`src/core/sas_defs.svh`:
```
// Notes on behaviour
// - A conversion yields a 10-bit value by successive approximation, kept as a high/low pair.
// - Each completed conversion can raise an interrupt request.
// - An enabled completion interrupt also serves as a wake-up out of Sleep.
// - The channel field picks the one input routed to the shared sample-and-hold.
// - Up to 21 selections exist on the small variant and 32 on the large ones.
// - The positive reference is the pin, the supply, 2.048V or 4.096V (absent on LV parts).
// - One bit picks the negative reference pin or ground.
// - Clock select 000,100,001,101,010,110 divide by 2,4,8,16,32,64; x11 picks the RC clock.
// - A full conversion lasts 11.5 bit periods.
// - A divided source follows the system clock; the RC source does not.
// - On completion the start bit clears, the done flag sets and the result loads.
// - A start takes effect only when the converter is already enabled; it reads set until done or an abort.
`ifndef SAS_DEFS_SVH
`define SAS_DEFS_SVH

// Register byte offsets
`define SAS_OFS_CTRL0 8'h00
`define SAS_OFS_CTRL1 8'h04
`define SAS_OFS_RES_HI 8'h08
`define SAS_OFS_RES_LO 8'h0C
`define SAS_OFS_STATUS 8'h10
`define SAS_OFS_MASK 8'h14

// Field positions
`define SAS_CTRL0_EN_BIT 0
`define SAS_CTRL0_GO_BIT 1
`define SAS_CTRL0_CH_LSB 2
`define SAS_CTRL1_PREF_LSB 0
`define SAS_CTRL1_NREF_BIT 2
`define SAS_CTRL1_CS_LSB 4
`define SAS_STAT_DONE_BIT 0

// Reset values
`define SAS_CTRL0_RST 7'h00
`define SAS_CTRL1_RST 6'h00
`define SAS_RESULT_RST 10'h000

// Clock select codes
`define SAS_CS_DIV2 3'h0
`define SAS_CS_DIV4 3'h4
`define SAS_CS_DIV8 3'h1
`define SAS_CS_DIV16 3'h5
`define SAS_CS_DIV32 3'h2
`define SAS_CS_DIV64 3'h6
`define SAS_CS_RC_LOW 2'h3

// Last count of a half bit period, in system clocks, per divisor
`define SAS_HLAST_DIV2 5'h00
`define SAS_HLAST_DIV4 5'h01
`define SAS_HLAST_DIV8 5'h03
`define SAS_HLAST_DIV16 5'h07
`define SAS_HLAST_DIV32 5'h0F
`define SAS_HLAST_DIV64 5'h1F

// Conversion length in half bit periods (11.5 periods)
`define SAS_CONV_HALVES 5'd23
`define SAS_FINISH_HALVES 1'b1
`define SAS_PREF_4V096 2'h3

`endif

```
`src/core/sas_pkg.sv`:
```
package sas_pkg;

    // Conversion sequencer states
    typedef enum logic [3:0] {
        SAS_IDLE    = 4'b0001,
        SAS_SAMPLE  = 4'b0010,
        SAS_CONVERT = 4'b0100,
        SAS_FINISH  = 4'b1000
    } sas_state_type;

    typedef struct packed {
        logic [4:0] channel_select;
        logic go;
        logic converter_enable;
    } sas_ctrl0_type;

    typedef struct packed {
        logic [2:0] conv_clock_select;
        logic negative_ref_select;
        logic [1:0] positive_ref_select;
    } sas_ctrl1_type;

    // Captured AHB address phase
    typedef struct packed {
        logic write;
        logic [7:0] addr;
    } sas_aphase_type;

    // Controls toward the analog front end
    typedef struct packed {
        logic [4:0] channel_select;
        logic [1:0] positive_ref_select;
        logic negative_ref_select;
        logic track;
        logic [9:0] trial_code;
    } sas_analog_type;

endpackage

```
`src/core/sas_tick.sv`:
```
`timescale 1ns/1ns
`include "sas_defs.svh"
module sas_tick import sas_pkg::*; (
    input wire logic hclk, // System clock
    input wire logic hresetn, // Async reset, active low
    input wire logic [2:0] sel, // Conversion clock select
    input wire logic rc_sync, // Synchronised RC oscillator level
    input wire logic run, // Conversion in progress
    output logic half_tick // One half bit period elapsed
);
    logic [4:0] cnt_ff;
    logic rc_prev_ff;
    logic [4:0] half_last;
    logic use_rc;

    // Divisor decode; the divided sources scale with hclk itself
    always_comb begin
        use_rc = (sel[1:0] == `SAS_CS_RC_LOW);
        unique case (sel)
            `SAS_CS_DIV2: half_last = `SAS_HLAST_DIV2;
            `SAS_CS_DIV4: half_last = `SAS_HLAST_DIV4;
            `SAS_CS_DIV8: half_last = `SAS_HLAST_DIV8;
            `SAS_CS_DIV16: half_last = `SAS_HLAST_DIV16;
            `SAS_CS_DIV32: half_last = `SAS_HLAST_DIV32;
            `SAS_CS_DIV64: half_last = `SAS_HLAST_DIV64;
            default: half_last = `SAS_HLAST_DIV2;
        endcase
    end

    // Prescaler restarts with each conversion for a clean first period
    // At or past the last count wraps, so a divisor change mid-run cannot overrun
    always_ff @(posedge hclk or negedge hresetn) begin
        if (!hresetn) begin
            cnt_ff <= 5'h00;
        end else if (!run || cnt_ff >= half_last) begin
            cnt_ff <= 5'h00;
        end else begin
            cnt_ff <= cnt_ff + 5'h01;
        end
    end

    // Each RC edge is a half period, independent of hclk rate
    always_ff @(posedge hclk or negedge hresetn) begin
        if (!hresetn) begin
            rc_prev_ff <= 1'b0;
        end else begin
            rc_prev_ff <= rc_sync;
        end
    end

    assign half_tick = run & (use_rc ? (rc_sync ^ rc_prev_ff) : (cnt_ff == half_last));
endmodule

```
`src/core/sas_sar.sv`:
```
`timescale 1ns/1ns
module sas_sar import sas_pkg::*; #(
    parameter int WIDTH = 10
) (
    input wire logic hclk, // System clock
    input wire logic hresetn, // Async reset, active low
    input wire logic load, // Start a new approximation
    input wire logic step, // Decide the current trial bit
    input wire logic comp, // Input at or above trial level
    output logic [WIDTH-1:0] trial, // Code driven to the DAC
    output logic [WIDTH-1:0] partial, // Result with undecided bits filled
    output logic final_step // Current trial bit is the LSB
);
    logic [WIDTH-1:0] approx_ff;
    logic [WIDTH-1:0] mask_ff;
    logic last_bit_ff;
    logic [WIDTH-1:0] undecided;

    // Walks a single one from MSB down, one decision per step
    always_ff @(posedge hclk or negedge hresetn) begin
        if (!hresetn) begin
            approx_ff <= '0;
            mask_ff <= '0;
            last_bit_ff <= 1'b0;
        end else if (load) begin
            approx_ff <= '0;
            mask_ff <= {1'b1, {(WIDTH-1){1'b0}}};
            last_bit_ff <= 1'b0;
        end else if (step && mask_ff != '0) begin
            approx_ff <= comp ? (approx_ff | mask_ff) : approx_ff;
            last_bit_ff <= comp;
            mask_ff <= mask_ff >> 1;
        end
    end

    // Bits not yet resolved copy the last resolved bit on abort
    always_comb begin
        undecided = (mask_ff == '0) ? '0 : (mask_ff | (mask_ff - 1'b1));
        partial = approx_ff | (last_bit_ff ? undecided : '0);
    end

    assign trial = approx_ff | mask_ff;
    assign final_step = mask_ff[0];
endmodule

```
`src/core/sas_top.sv`:
```
`timescale 1ns/1ns
`include "sas_defs.svh"
module sas_top import sas_pkg::*; #(
    parameter int NUM_CHANNELS = 32,
    parameter bit HAS_REF_4V096 = 1'b1,
    parameter int RES_BITS = 10
) (
    input wire logic hclk, // System clock, 125 MHz
    input wire logic hresetn, // Async reset, active low
    input wire logic hsel, // Slave select
    input wire logic [31:0] haddr, // Byte address
    input wire logic [1:0] htrans, // Transfer type
    input wire logic hwrite, // Write when high
    input wire logic [2:0] hsize, // Word only, not decoded
    input wire logic [31:0] hwdata, // Write data
    input wire logic hready, // Bus ready
    output logic hreadyout, // Always ready
    output logic hresp, // Always OKAY
    output logic [31:0] hrdata, // Read data
    input wire logic comp_in, // Comparator pin
    input wire logic rc_osc_in, // Internal RC oscillator
    input wire logic sleep_in, // Device in Sleep
    output sas_analog_type analog, // Analog front end controls
    output logic irq, // Level interrupt
    output logic wake // Wake request from Sleep
);
    sas_ctrl0_type ctrl0_ff;
    sas_ctrl1_type ctrl1_ff;
    sas_aphase_type aph_ff;
    sas_state_type state_ff;
    logic [RES_BITS-1:0] result_ff;
    logic [31:0] hrdata_ff;
    logic [31:0] rd_data;
    logic status_ff;
    logic mask_ff;
    logic phase_ff;
    logic fin_cnt_ff;
    logic [4:0] ht_cnt_ff;
    logic comp_s1_ff, comp_s2_ff;
    logic rc_s1_ff, rc_s2_ff;
    logic aph_valid, wr_ctrl0, wr_ctrl1, wr_status, wr_mask;
    logic start, abort_sw, abort_off, abort_sleep, abort_any, done;
    logic half_tick, sar_step, final_step, busy, rc_sel;
    logic [RES_BITS-1:0] trial, partial;
    logic [4:0] wr_chan;
    logic chan_ok;

    // Zero wait state slave; reads are registered in the address phase
    assign hreadyout = 1'b1;
    assign hresp = 1'b0;
    assign hrdata = hrdata_ff;
    assign aph_valid = hsel & htrans[1] & hready;

    always_ff @(posedge hclk or negedge hresetn) begin
        if (!hresetn) begin
            aph_ff <= '0;
        end else if (hready) begin
            aph_ff.write <= aph_valid & hwrite;
            aph_ff.addr <= haddr[7:0];
        end
    end

    // Write strobes land at the end of the data phase
    always_comb begin
        wr_ctrl0 = aph_ff.write & hready & (aph_ff.addr == `SAS_OFS_CTRL0);
        wr_ctrl1 = aph_ff.write & hready & (aph_ff.addr == `SAS_OFS_CTRL1);
        wr_status = aph_ff.write & hready & (aph_ff.addr == `SAS_OFS_STATUS);
        wr_mask = aph_ff.write & hready & (aph_ff.addr == `SAS_OFS_MASK);
    end

    // Read mux; unmapped offsets read zero
    always_comb begin
        rd_data = 32'h0000_0000;
        unique case (haddr[7:0])
            `SAS_OFS_CTRL0: rd_data[6:0] = ctrl0_ff;
            `SAS_OFS_CTRL1: rd_data[6:4] = ctrl1_ff.conv_clock_select;
            `SAS_OFS_RES_HI: rd_data[1:0] = result_ff[RES_BITS-1:8];
            `SAS_OFS_RES_LO: rd_data[7:0] = result_ff[7:0];
            `SAS_OFS_STATUS: rd_data[0] = status_ff;
            `SAS_OFS_MASK: rd_data[0] = mask_ff;
            default: rd_data = 32'h0000_0000;
        endcase
        if (haddr[7:0] == `SAS_OFS_CTRL1) begin
            rd_data[`SAS_CTRL1_NREF_BIT] = ctrl1_ff.negative_ref_select;
            rd_data[1:0] = ctrl1_ff.positive_ref_select;
        end
    end

    always_ff @(posedge hclk or negedge hresetn) begin
        if (!hresetn) begin
            hrdata_ff <= 32'h0000_0000;
        end else if (aph_valid && !hwrite) begin
            hrdata_ff <= rd_data;
        end
    end

    // Pin inputs pass two flops before any logic looks at them
    always_ff @(posedge hclk or negedge hresetn) begin
        if (!hresetn) begin
            comp_s1_ff <= 1'b0;
            comp_s2_ff <= 1'b0;
            rc_s1_ff <= 1'b0;
            rc_s2_ff <= 1'b0;
        end else begin
            comp_s1_ff <= comp_in;
            comp_s2_ff <= comp_s1_ff;
            rc_s1_ff <= rc_osc_in;
            rc_s2_ff <= rc_s1_ff;
        end
    end

    // Start and abort decode; go in the enabling write is ignored
    assign busy = (state_ff != SAS_IDLE);
    assign rc_sel = (ctrl1_ff.conv_clock_select[1:0] == `SAS_CS_RC_LOW);
    assign start = wr_ctrl0 & hwdata[`SAS_CTRL0_GO_BIT] & hwdata[`SAS_CTRL0_EN_BIT]
        & ctrl0_ff.converter_enable & ~busy;
    assign abort_sw = busy & wr_ctrl0 & ~hwdata[`SAS_CTRL0_GO_BIT];
    assign abort_off = busy & wr_ctrl0 & ~hwdata[`SAS_CTRL0_EN_BIT];
    // Without the RC clock the hclk source stops in Sleep, so abort
    assign abort_sleep = busy & sleep_in & ~rc_sel;
    assign abort_any = abort_sw | abort_off | abort_sleep;
    assign done = (state_ff == SAS_FINISH) & half_tick & fin_cnt_ff & ~abort_any;
    assign sar_step = (state_ff == SAS_CONVERT) & half_tick & phase_ff & ~abort_any;

    // Out-of-range channels are dropped so the mux never sees them
    assign wr_chan = hwdata[`SAS_CTRL0_CH_LSB+4:`SAS_CTRL0_CH_LSB];
    assign chan_ok = ({1'b0, wr_chan} < 6'(NUM_CHANNELS));

    // Control register 0: channel, start, enable
    always_ff @(posedge hclk or negedge hresetn) begin
        if (!hresetn) begin
            ctrl0_ff <= `SAS_CTRL0_RST;
        end else begin
            if (wr_ctrl0) begin
                ctrl0_ff.converter_enable <= hwdata[`SAS_CTRL0_EN_BIT];
                if (chan_ok) begin
                    ctrl0_ff.channel_select <= wr_chan;
                end
            end
            if (start) begin
                ctrl0_ff.go <= 1'b1;
            end else if (done || abort_any) begin
                ctrl0_ff.go <= 1'b0;
            end
        end
    end

    // Control register 1: clock, references
    always_ff @(posedge hclk or negedge hresetn) begin
        if (!hresetn) begin
            ctrl1_ff <= `SAS_CTRL1_RST;
        end else if (wr_ctrl1) begin
            ctrl1_ff.conv_clock_select <= hwdata[`SAS_CTRL1_CS_LSB+2:`SAS_CTRL1_CS_LSB];
            ctrl1_ff.negative_ref_select <= hwdata[`SAS_CTRL1_NREF_BIT];
            // The 4.096V code is refused on parts that lack it
            if (HAS_REF_4V096 || hwdata[1:0] != `SAS_PREF_4V096) begin
                ctrl1_ff.positive_ref_select <= hwdata[1:0];
            end
        end
    end

    // Half period timebase
    sas_tick u_tick (
        .hclk(hclk),
        .hresetn(hresetn),
        .sel(ctrl1_ff.conv_clock_select),
        .rc_sync(rc_s2_ff),
        .run(busy),
        .half_tick(half_tick)
    );

    // Approximation register
    sas_sar #(.WIDTH(RES_BITS)) u_sar (
        .hclk(hclk),
        .hresetn(hresetn),
        .load(start),
        .step(sar_step),
        .comp(comp_s2_ff),
        .trial(trial),
        .partial(partial),
        .final_step(final_step)
    );

    // Sequencer: half period sampling, 10 bit periods, one closing period
    always_ff @(posedge hclk or negedge hresetn) begin
        if (!hresetn) begin
            state_ff <= SAS_IDLE;
        end else if (abort_any) begin
            state_ff <= SAS_IDLE;
        end else begin
            unique case (state_ff)
                SAS_IDLE: if (start) begin
                    state_ff <= SAS_SAMPLE;
                end
                SAS_SAMPLE: if (half_tick) begin
                    state_ff <= SAS_CONVERT;
                end
                SAS_CONVERT: if (sar_step && final_step) begin
                    state_ff <= SAS_FINISH;
                end
                SAS_FINISH: if (done) begin
                    state_ff <= SAS_IDLE;
                end
                default: state_ff <= SAS_IDLE;
            endcase
        end
    end

    // Phase within a bit period and closing period counter
    always_ff @(posedge hclk or negedge hresetn) begin
        if (!hresetn) begin
            phase_ff <= 1'b0;
            fin_cnt_ff <= 1'b0;
        end else if (state_ff == SAS_IDLE) begin
            phase_ff <= 1'b0;
            fin_cnt_ff <= 1'b0;
        end else if (half_tick) begin
            phase_ff <= (state_ff == SAS_CONVERT) ? ~phase_ff : 1'b0;
            fin_cnt_ff <= (state_ff == SAS_FINISH) ? `SAS_FINISH_HALVES : 1'b0;
        end
    end

    // Result: full value on completion, filled partial value on software abort
    always_ff @(posedge hclk or negedge hresetn) begin
        if (!hresetn) begin
            result_ff <= `SAS_RESULT_RST;
        end else if (done) begin
            result_ff <= partial;
        end else if (abort_sw) begin
            result_ff <= partial;
        end
    end

    // Sticky done flag; a new completion beats a same-cycle clear
    always_ff @(posedge hclk or negedge hresetn) begin
        if (!hresetn) begin
            status_ff <= 1'b0;
            mask_ff <= 1'b0;
        end else begin
            status_ff <= (status_ff & ~(wr_status & hwdata[`SAS_STAT_DONE_BIT])) | done;
            if (wr_mask) begin
                mask_ff <= hwdata[`SAS_STAT_DONE_BIT];
            end
        end
    end

    assign irq = status_ff & mask_ff;
    assign wake = irq & sleep_in;

    // Analog front end; track while enabled and idle or sampling so the hold cap settles
    always_comb begin
        analog.channel_select = ctrl0_ff.channel_select;
        analog.positive_ref_select = ctrl1_ff.positive_ref_select;
        analog.negative_ref_select = ctrl1_ff.negative_ref_select;
        analog.track = ctrl0_ff.converter_enable & (state_ff == SAS_IDLE || state_ff == SAS_SAMPLE);
        analog.trial_code = trial;
    end

    // Helper count of half periods within one conversion
    always_ff @(posedge hclk or negedge hresetn) begin
        if (!hresetn) begin
            ht_cnt_ff <= 5'h00;
        end else if (start) begin
            ht_cnt_ff <= 5'h00;
        end else if (busy && half_tick) begin
            ht_cnt_ff <= ht_cnt_ff + 5'h01;
        end
    end
endmodule

```
`config.mk`:
```
export PLATFORM = sky130hd
export DESIGN_NAME = sas_top
export DESIGN_NICKNAME = d
export VERILOG_FILES = /design/src/core/sas_pkg.sv /design/src/core/sas_tick.sv /design/src/core/sas_sar.sv /design/src/core/sas_top.sv
export VERILOG_INCLUDE_DIRS = /design/src /design/src/core
export SDC_FILE = /design/constraint.sdc
export NUM_CORES = 1
export LEC_CHECK = 0
export BUFFER_PORTS_ARGS = -buffer_cell sky130_fd_sc_hd__buf_4
export CAP_MARGIN = 25
export CELL_PAD_IN_SITES_DETAIL_PLACEMENT = 1
export CELL_PAD_IN_SITES_GLOBAL_PLACEMENT = 2
export CORE_ASPECT_RATIO = 0.6
export CORE_MARGIN = 2
export CORE_UTILIZATION = 29
export CTS_BUF_LIST = sky130_fd_sc_hd__clkbuf_16
export DETAILED_ROUTE_END_ITERATION = 10
export PLACE_DENSITY = 0.76
export SYNTH_ARGS = -nofsm -noshare
export SYNTH_HDL_FRONTEND = slang
export SYNTH_HIERARCHICAL = 1
export SYNTH_SLANG_ARGS = --single-unit
```
`constraint.sdc`:
```
create_clock -name hclk -period 2.8 [get_ports hclk]
set_clock_uncertainty 0.05 [all_clocks]
set_input_delay 0.56 -clock hclk [delete_from_list [all_inputs] [get_ports hclk]]
set_output_delay 0.56 -clock hclk [all_outputs]
set_load 0.01 [all_outputs]
```
# Word-level counts from Yosys, hierarchy flattened
# Index checks and enable logic that the tools add are counted.
# totals
ff_bits	79
input_bits	77
elab_cells	147
# op_classes
n_addsub	2
order_cmp	1
eq_ne	24
n_mux	34
bitwise_logic	43
reduce_logical	19
# op_table
cell	n
$mux W10	9
$eq A8 B5 Y1 const B	4
$or A10 B10 Y10	3
$and A1 B1 Y1	29
$pmux W5 S5	1
$mux W4	5
$eq A8 B3 Y1 const B	2
$eq A8 B4 Y1 const B	2
$logic_not A8 Y1	2
$pmux W4 S4	1
$mux W1	12
$logic_not A10 Y1	1
$reduce_bool A10 Y1	1
$reduce_bool A2 Y1	5
$sub A10 B1 Y10 const B	1
$eq A3 B3 Y1 const B	3
$ne A3 B3 Y1 const B	3
$pmux W3 S3	1
$not A1 Y1	7
$add A5 B1 Y5 const B	1
$eq A5 B5 Y1	1
$ge A5 B5 Y1	1
$mux W5	1
$pmux W1 S5	1
other kinds (19)	26

# Depth between registers and ports, before layout
# logic_depth
depth_word	12
ltp_mapped	14
mapped_depth_nobuf	13

# Hierarchy
# Netlist, hierarchy kept.
# by_module_without_submodules
mod	instances	cells_per_inst	area_per_inst_um2	seq_area_each_um2
sas_top	1	233	2752.6	1302.5
sas_sar	1	114	1074.8	525.5
sas_tick	1	47	488.0	150.1

# Worst setup path after synthesis
# No wires, ideal clock.
# synth_timing
path_type	reg2reg
from	register ctrl1_ff[3] in the netlist's numbering
to	register result_ff[0]
setup_ns	0.125
arrival_ns	2.758
t_required_ns	2.625
path_slack_ns	-0.133
path_stages_with_launch	13
period_less_slack_ns	2.933
cell_sequence	dfrtp_1 inv_1 ha_1 inv_1 nand2_1 ha_1 and4b_1 a32oi_1 nor2b_1 and4bb_2 nand4b_1 o21ai_4 mux2_4
# synth_via
elab_chain_cells	9
elab_cells_between_ends	19
classes_between	7 x eq/ne; 3 x mux; 8 x bitwise; 1 x reduce/logical
# synth_lines
element	line	rtl
start: declaration	sas_top.sv:28	sas_ctrl1_type ctrl1_ff;
start signal: assignment	sas_top.sv:151	ctrl1_ff <= `SAS_CTRL1_RST;
$eq A3 B3 Y1, or another cell as far along	sas_tick.sv:19	unique case (sel)
$pmux W5 S5	sas_tick.sv:19	
$eq A5 B5 Y1	sas_tick.sv:51	assign half_tick = run & (use_rc ? (rc_sync ^ rc_prev_ff) : (cnt_ff == half_last));
$mux W1 *	sas_tick.sv:51	
$and A1 B1 Y1 *	sas_tick.sv:51	
named net half_tick	sas_top.sv:43	logic half_tick, sar_step, final_step, busy, rc_sel;
$and A1 B1 Y1 * (3 in series)	sas_top.sv:122	assign done = (state_ff == SAS_FINISH) & half_tick & fin_cnt_ff & ~abort_any;
$mux W10 or $reduce_bool A2 Y1 (tied branches)	--	
end signal: assignment	sas_top.sv:226	result_ff <= `SAS_RESULT_RST;
end signal: assignment	sas_top.sv:228	result_ff <= partial;
end signal: assignment	sas_top.sv:230	result_ff <= partial;
end: declaration	sas_top.sv:31	logic [RES_BITS-1:0] result_ff;
# Mark *: on every way through the listed nets, which the timed path passes. The rest lies on a longest branch.
# A chain may end at the register's enable or synchronous reset.

# Worst setup path after layout
# layout_timing
from	register ctrl1_ff[4] in the netlist's numbering
to	register result_ff[8]
# The elaborated chain is that of the path after synthesis.

==> reports/metrics.yaml <==
floorplanning:
  rows: 34
  initial_core_util_pct: 29.7
  core_um2: 14500
  die_y_um: 98.5
  die_x_um: 161
  die_area_um2: 15900
  io_pins: 132
setup_path:
  reg2reg_from: "ctrl1_ff[4]$_DFFE_PN0P_"
  startpoint_type: "flip-flop"
  slowest_stage: "dfrtp_1"
  cp_max_fo: 10
  slowest_delay_ns: 0.40
  worst-r2r-cell-count: 13
  reg2reg_to: "result_ff[8]$_DFFE_PN0P_"
  end_kind: "flip-flop"
  worstPathCellList: "inv_2 -> buf_6 -> ha_4 -> a21oi_2 -> ha_1 -> and4b_1 -> a32oi_2 -> nor2b_2 -> and4bb_2 -> nand4b_1 -> o21ai_4 -> buf_12 -> mux2_4"
  reg2reg_setup_slack_ns: -0.06
  critPathRequiredTime_ns: 2.97
  path_class: "flip-flop to flip-flop"
  worstPathArrival_ns: 3.03
logic_synthesis:
  synth_top_area_share_pct: 45.2
  ys_types: 74
  synthTopCellsByArea: "dfrtp_1 45%, mux2_2 6.5%, buf_4 6.1%, mux2_4 3.5%, ha_1 3.2%"
  synth_edf_count: 0
  postSynthCellCount: 394
  yosysTopAreaCell: "dfrtp_1"
  synth_seq_cells: 79
  async_flop_share_pct: 100
  ys_warn_count: 6
  synthFlopType: "dfrtp_1"
  syn_area_um2: 4320
  yosysMostFrequentCell: "dfrtp_1"
  ys_seq_area_share_pct: 45.8
  yosys-top-cells-count: "78 x dfrtp_1, 35 x buf_4, 25 x a21oi_1, 25 x mux2_2, 25 x nor2_1"
  synth_area_per_cell_um2: 11.0
place:
  portBuffers: 52
  hpwl_um: 8750
  placed_area_um2: 4880
  globalplace.congestion: 0.811
  place_inst: 640
timing:
  finalSetupViolations: 10
  rsz0062_at_grt: "true"
  fmax_ghz: 0.349
  timing.final.crit_share_pct: 102
  finalCriticalPeriod_ns: 2.86
  slew_violations: 0
  setup_ws_ns: -0.0617
  finalHoldViolCount: 0
  tightestPinTransition_ns: 0.664
  relSlewSlack_pct: 55.4
drt:
  drtAntennaViolNets: 0
  dr.pass1.iters: 4
  wl_per_cell_um: 17.9
  drt-total-wl_um: 11900
  route.detailed.drc: 0
  vias: 3278
  drtIter0Drc: 99
  vias_per_cell: 4.95
cts:
  cts_buffers: 9
  clk_latency_ns: 0.34
  cts_hold_buf: 0
  cts_tree: "yes"
  clk_pin_slew_ns: 0.06
  h-tree-depth: 3
  cts_root_buf: "clkbuf_16"
  clockBufferDepth: 2
  cts.sink_count: 79
cells_and_area:
  final_area_um2: 5350
  nets: 547
  syn_to_final_growth_pct: 24.0
  drive_above_1_share_pct: 37.7
  diodes: 0
  regArea_um2: 1980
  fin_cells: 662
  multiInputGateArea_um2: 2140
  fillers: 1597
global_route:
  grt_max_degree: 32
  grt_pass1_vias: 3295
  gr-total-overflow: 0
  grtUsageTotal_pct: 15.0
  grt_first_pass_wirelength_um: 18300
  antenna_found_initial: 0
outcome:
  status: "complete, but fails checks"
  failed_checks: "negative setup slack"
run:
  cap_violations: 0
power_and_ir_drop:
  cellPowerDensity_nw_per_um2: 487
  p_leak_nw: 2.52
  ir_drop_mv: 0.238
min_path:
  hold_path_class: "input port to async pin"
[worst max-delay path by stage]
stage	startpoint	slack, ns	cells after the start	endpoint
final	ctrl1_ff[4]$_DFFE_PN0P_	-0.06	13	result_ff[8]$_DFFE_PN0P_
after global routing	ctrl1_ff[3]$_DFFE_PN0P_	-0.14	13	result_ff[0]$_DFFE_PN0P_
after CTS	ctrl1_ff[4]$_DFFE_PN0P_	-0.06	13	result_ff[0]$_DFFE_PN0P_
after detailed placement	ctrl1_ff[3]$_DFFE_PN0P_	-0.13	15	u_sar/approx_ff[5]$_DFFE_PN0P_
after global placement	ctrl1_ff[3]$_DFFE_PN0P_	-0.06	13	result_ff[5]$_DFFE_PN0P_
after floorplan	ctrl1_ff[3]$_DFFE_PN0P_	-0.07	12	result_ff[0]$_DFFE_PN0P_
[logic make-up after synthesis]
kind of cell / count (synthesis) / share of synthesized area (%)
mux: 46 / 12.8
other cells: 2 / 0.174
simple gates: 115 / 16.1
compound gates: 72 / 11.8
buf+inv: 63 / 8.81
xor+xnor: 6 / 1.22
fa+ha+maj: 11 / 3.19
flops: 79 / 45.8
[registers in the layout, indices dropped and copies added, names as in the netlist]
signal             cells
result_ff             10
u_sar/last_bit_ff      1
u_sar/mask_ff         10
aph_ff                 9
comp_s2_ff             1
state_ff               4
comp_s1_ff             1
rc_s1_ff               1
analog                 8
phase_ff               1
fin_cnt_ff             1
ctrl1_ff               3
u_tick/rc_prev_ff      1
u_tick/cnt_ff          5
ctrl0_ff               2
mask_ff                1
status_ff              1
u_sar/approx_ff       10
hrdata                 8
rc_s2_ff               1
[routing by layer]
metal | routed length [um] | track usage [%] | vias up
met3 | 625 | 3.58 | 10
li1 | - | - | 1495
met1 | 6050 | 23.3 | 1678
met5 | 0 | 0 | -
met2 | 5070 | 21.0 | 95
met4 | 102 | 3.16 | 0
[layout make-up]
| type | instances | area share, % |
|---|---|---|
| clock buffers | 9 | 4.21 |
| clock inverters | 7 | 1.66 |
| inverters | 16 | 1.22 |
| multi-input cells | 277 | 40.1 |
| flip-flops and latches | 79 | 37.0 |
| well taps | 198 | 4.63 |
| repair buffers | 76 | 11.2 |
[cells in the final DEF (no fill, tap or decap), types with 3 or more instances in the layout]
cell       count
dfrtp_1       78
buf_4         71
conb_1        26
mux2_2        25
nor2_1        25
a21oi_1       24
nand2_1       18
inv_1         12
mux2_4        10
or2_2         10
mux2i_1       10
clkbuf_16      9
nand3_1        8
nor3_1         8
o31ai_1        7
ha_1           7
nand4_1        6
a21o_1         4
a22oi_1        4
o21ai_0        4
a311oi_1       4
nor2b_1        3
inv_2          3
xnor2_1        3
or3_1          3
nand2b_1       3
buf_6          3
xor2_1         3
ha_4           3
[timing repair]
item,4_1_cts,5_1_grt
setup endpoints to repair,22,32
pin swaps,3,4
buffers inserted,0,5
cloned,0,1
resized for setup,9,16
[worst max-delay path, delay by kind of cell (launching register included)]
kind	cells	cell delay (ns)
compound gates	3	0.36
flops	1	0.40
mux	1	0.30
buf+inv	3	0.36
fa+ha+maj	2	0.41
simple gates	4	0.87
[power by group]
group / internal [W] / total, W / switching [W]
Sequential: 0.00116 / 0.00119 / 0.0000265
Clock: 0.000774 / 0.00126 / 0.000481
Combinational: 0.0000673 / 0.000163 / 0.0000954
[stage by stage]
stage | util [%] | hold slack (ns) | total power, W | setup TNS [ns] | worst slack, ns
floorplan | - | 0.214 | 0.00130 | -0.709 | -0.0709
global placement | 33.6 | 0.284 | 0.00136 | -0.748 | -0.0584
detailed placement | 33.6 | 0.290 | 0.00137 | -2.34 | -0.131
CTS | 36.0 | 0.115 | 0.00263 | -0.509 | -0.0587
global route | 36.9 | 0.130 | 0.00270 | -1.58 | -0.141
finish | 36.9 | 0.107 | 0.00261 | -0.569 | -0.0617
Note: power is estimated with default switching activity, not from simulation.
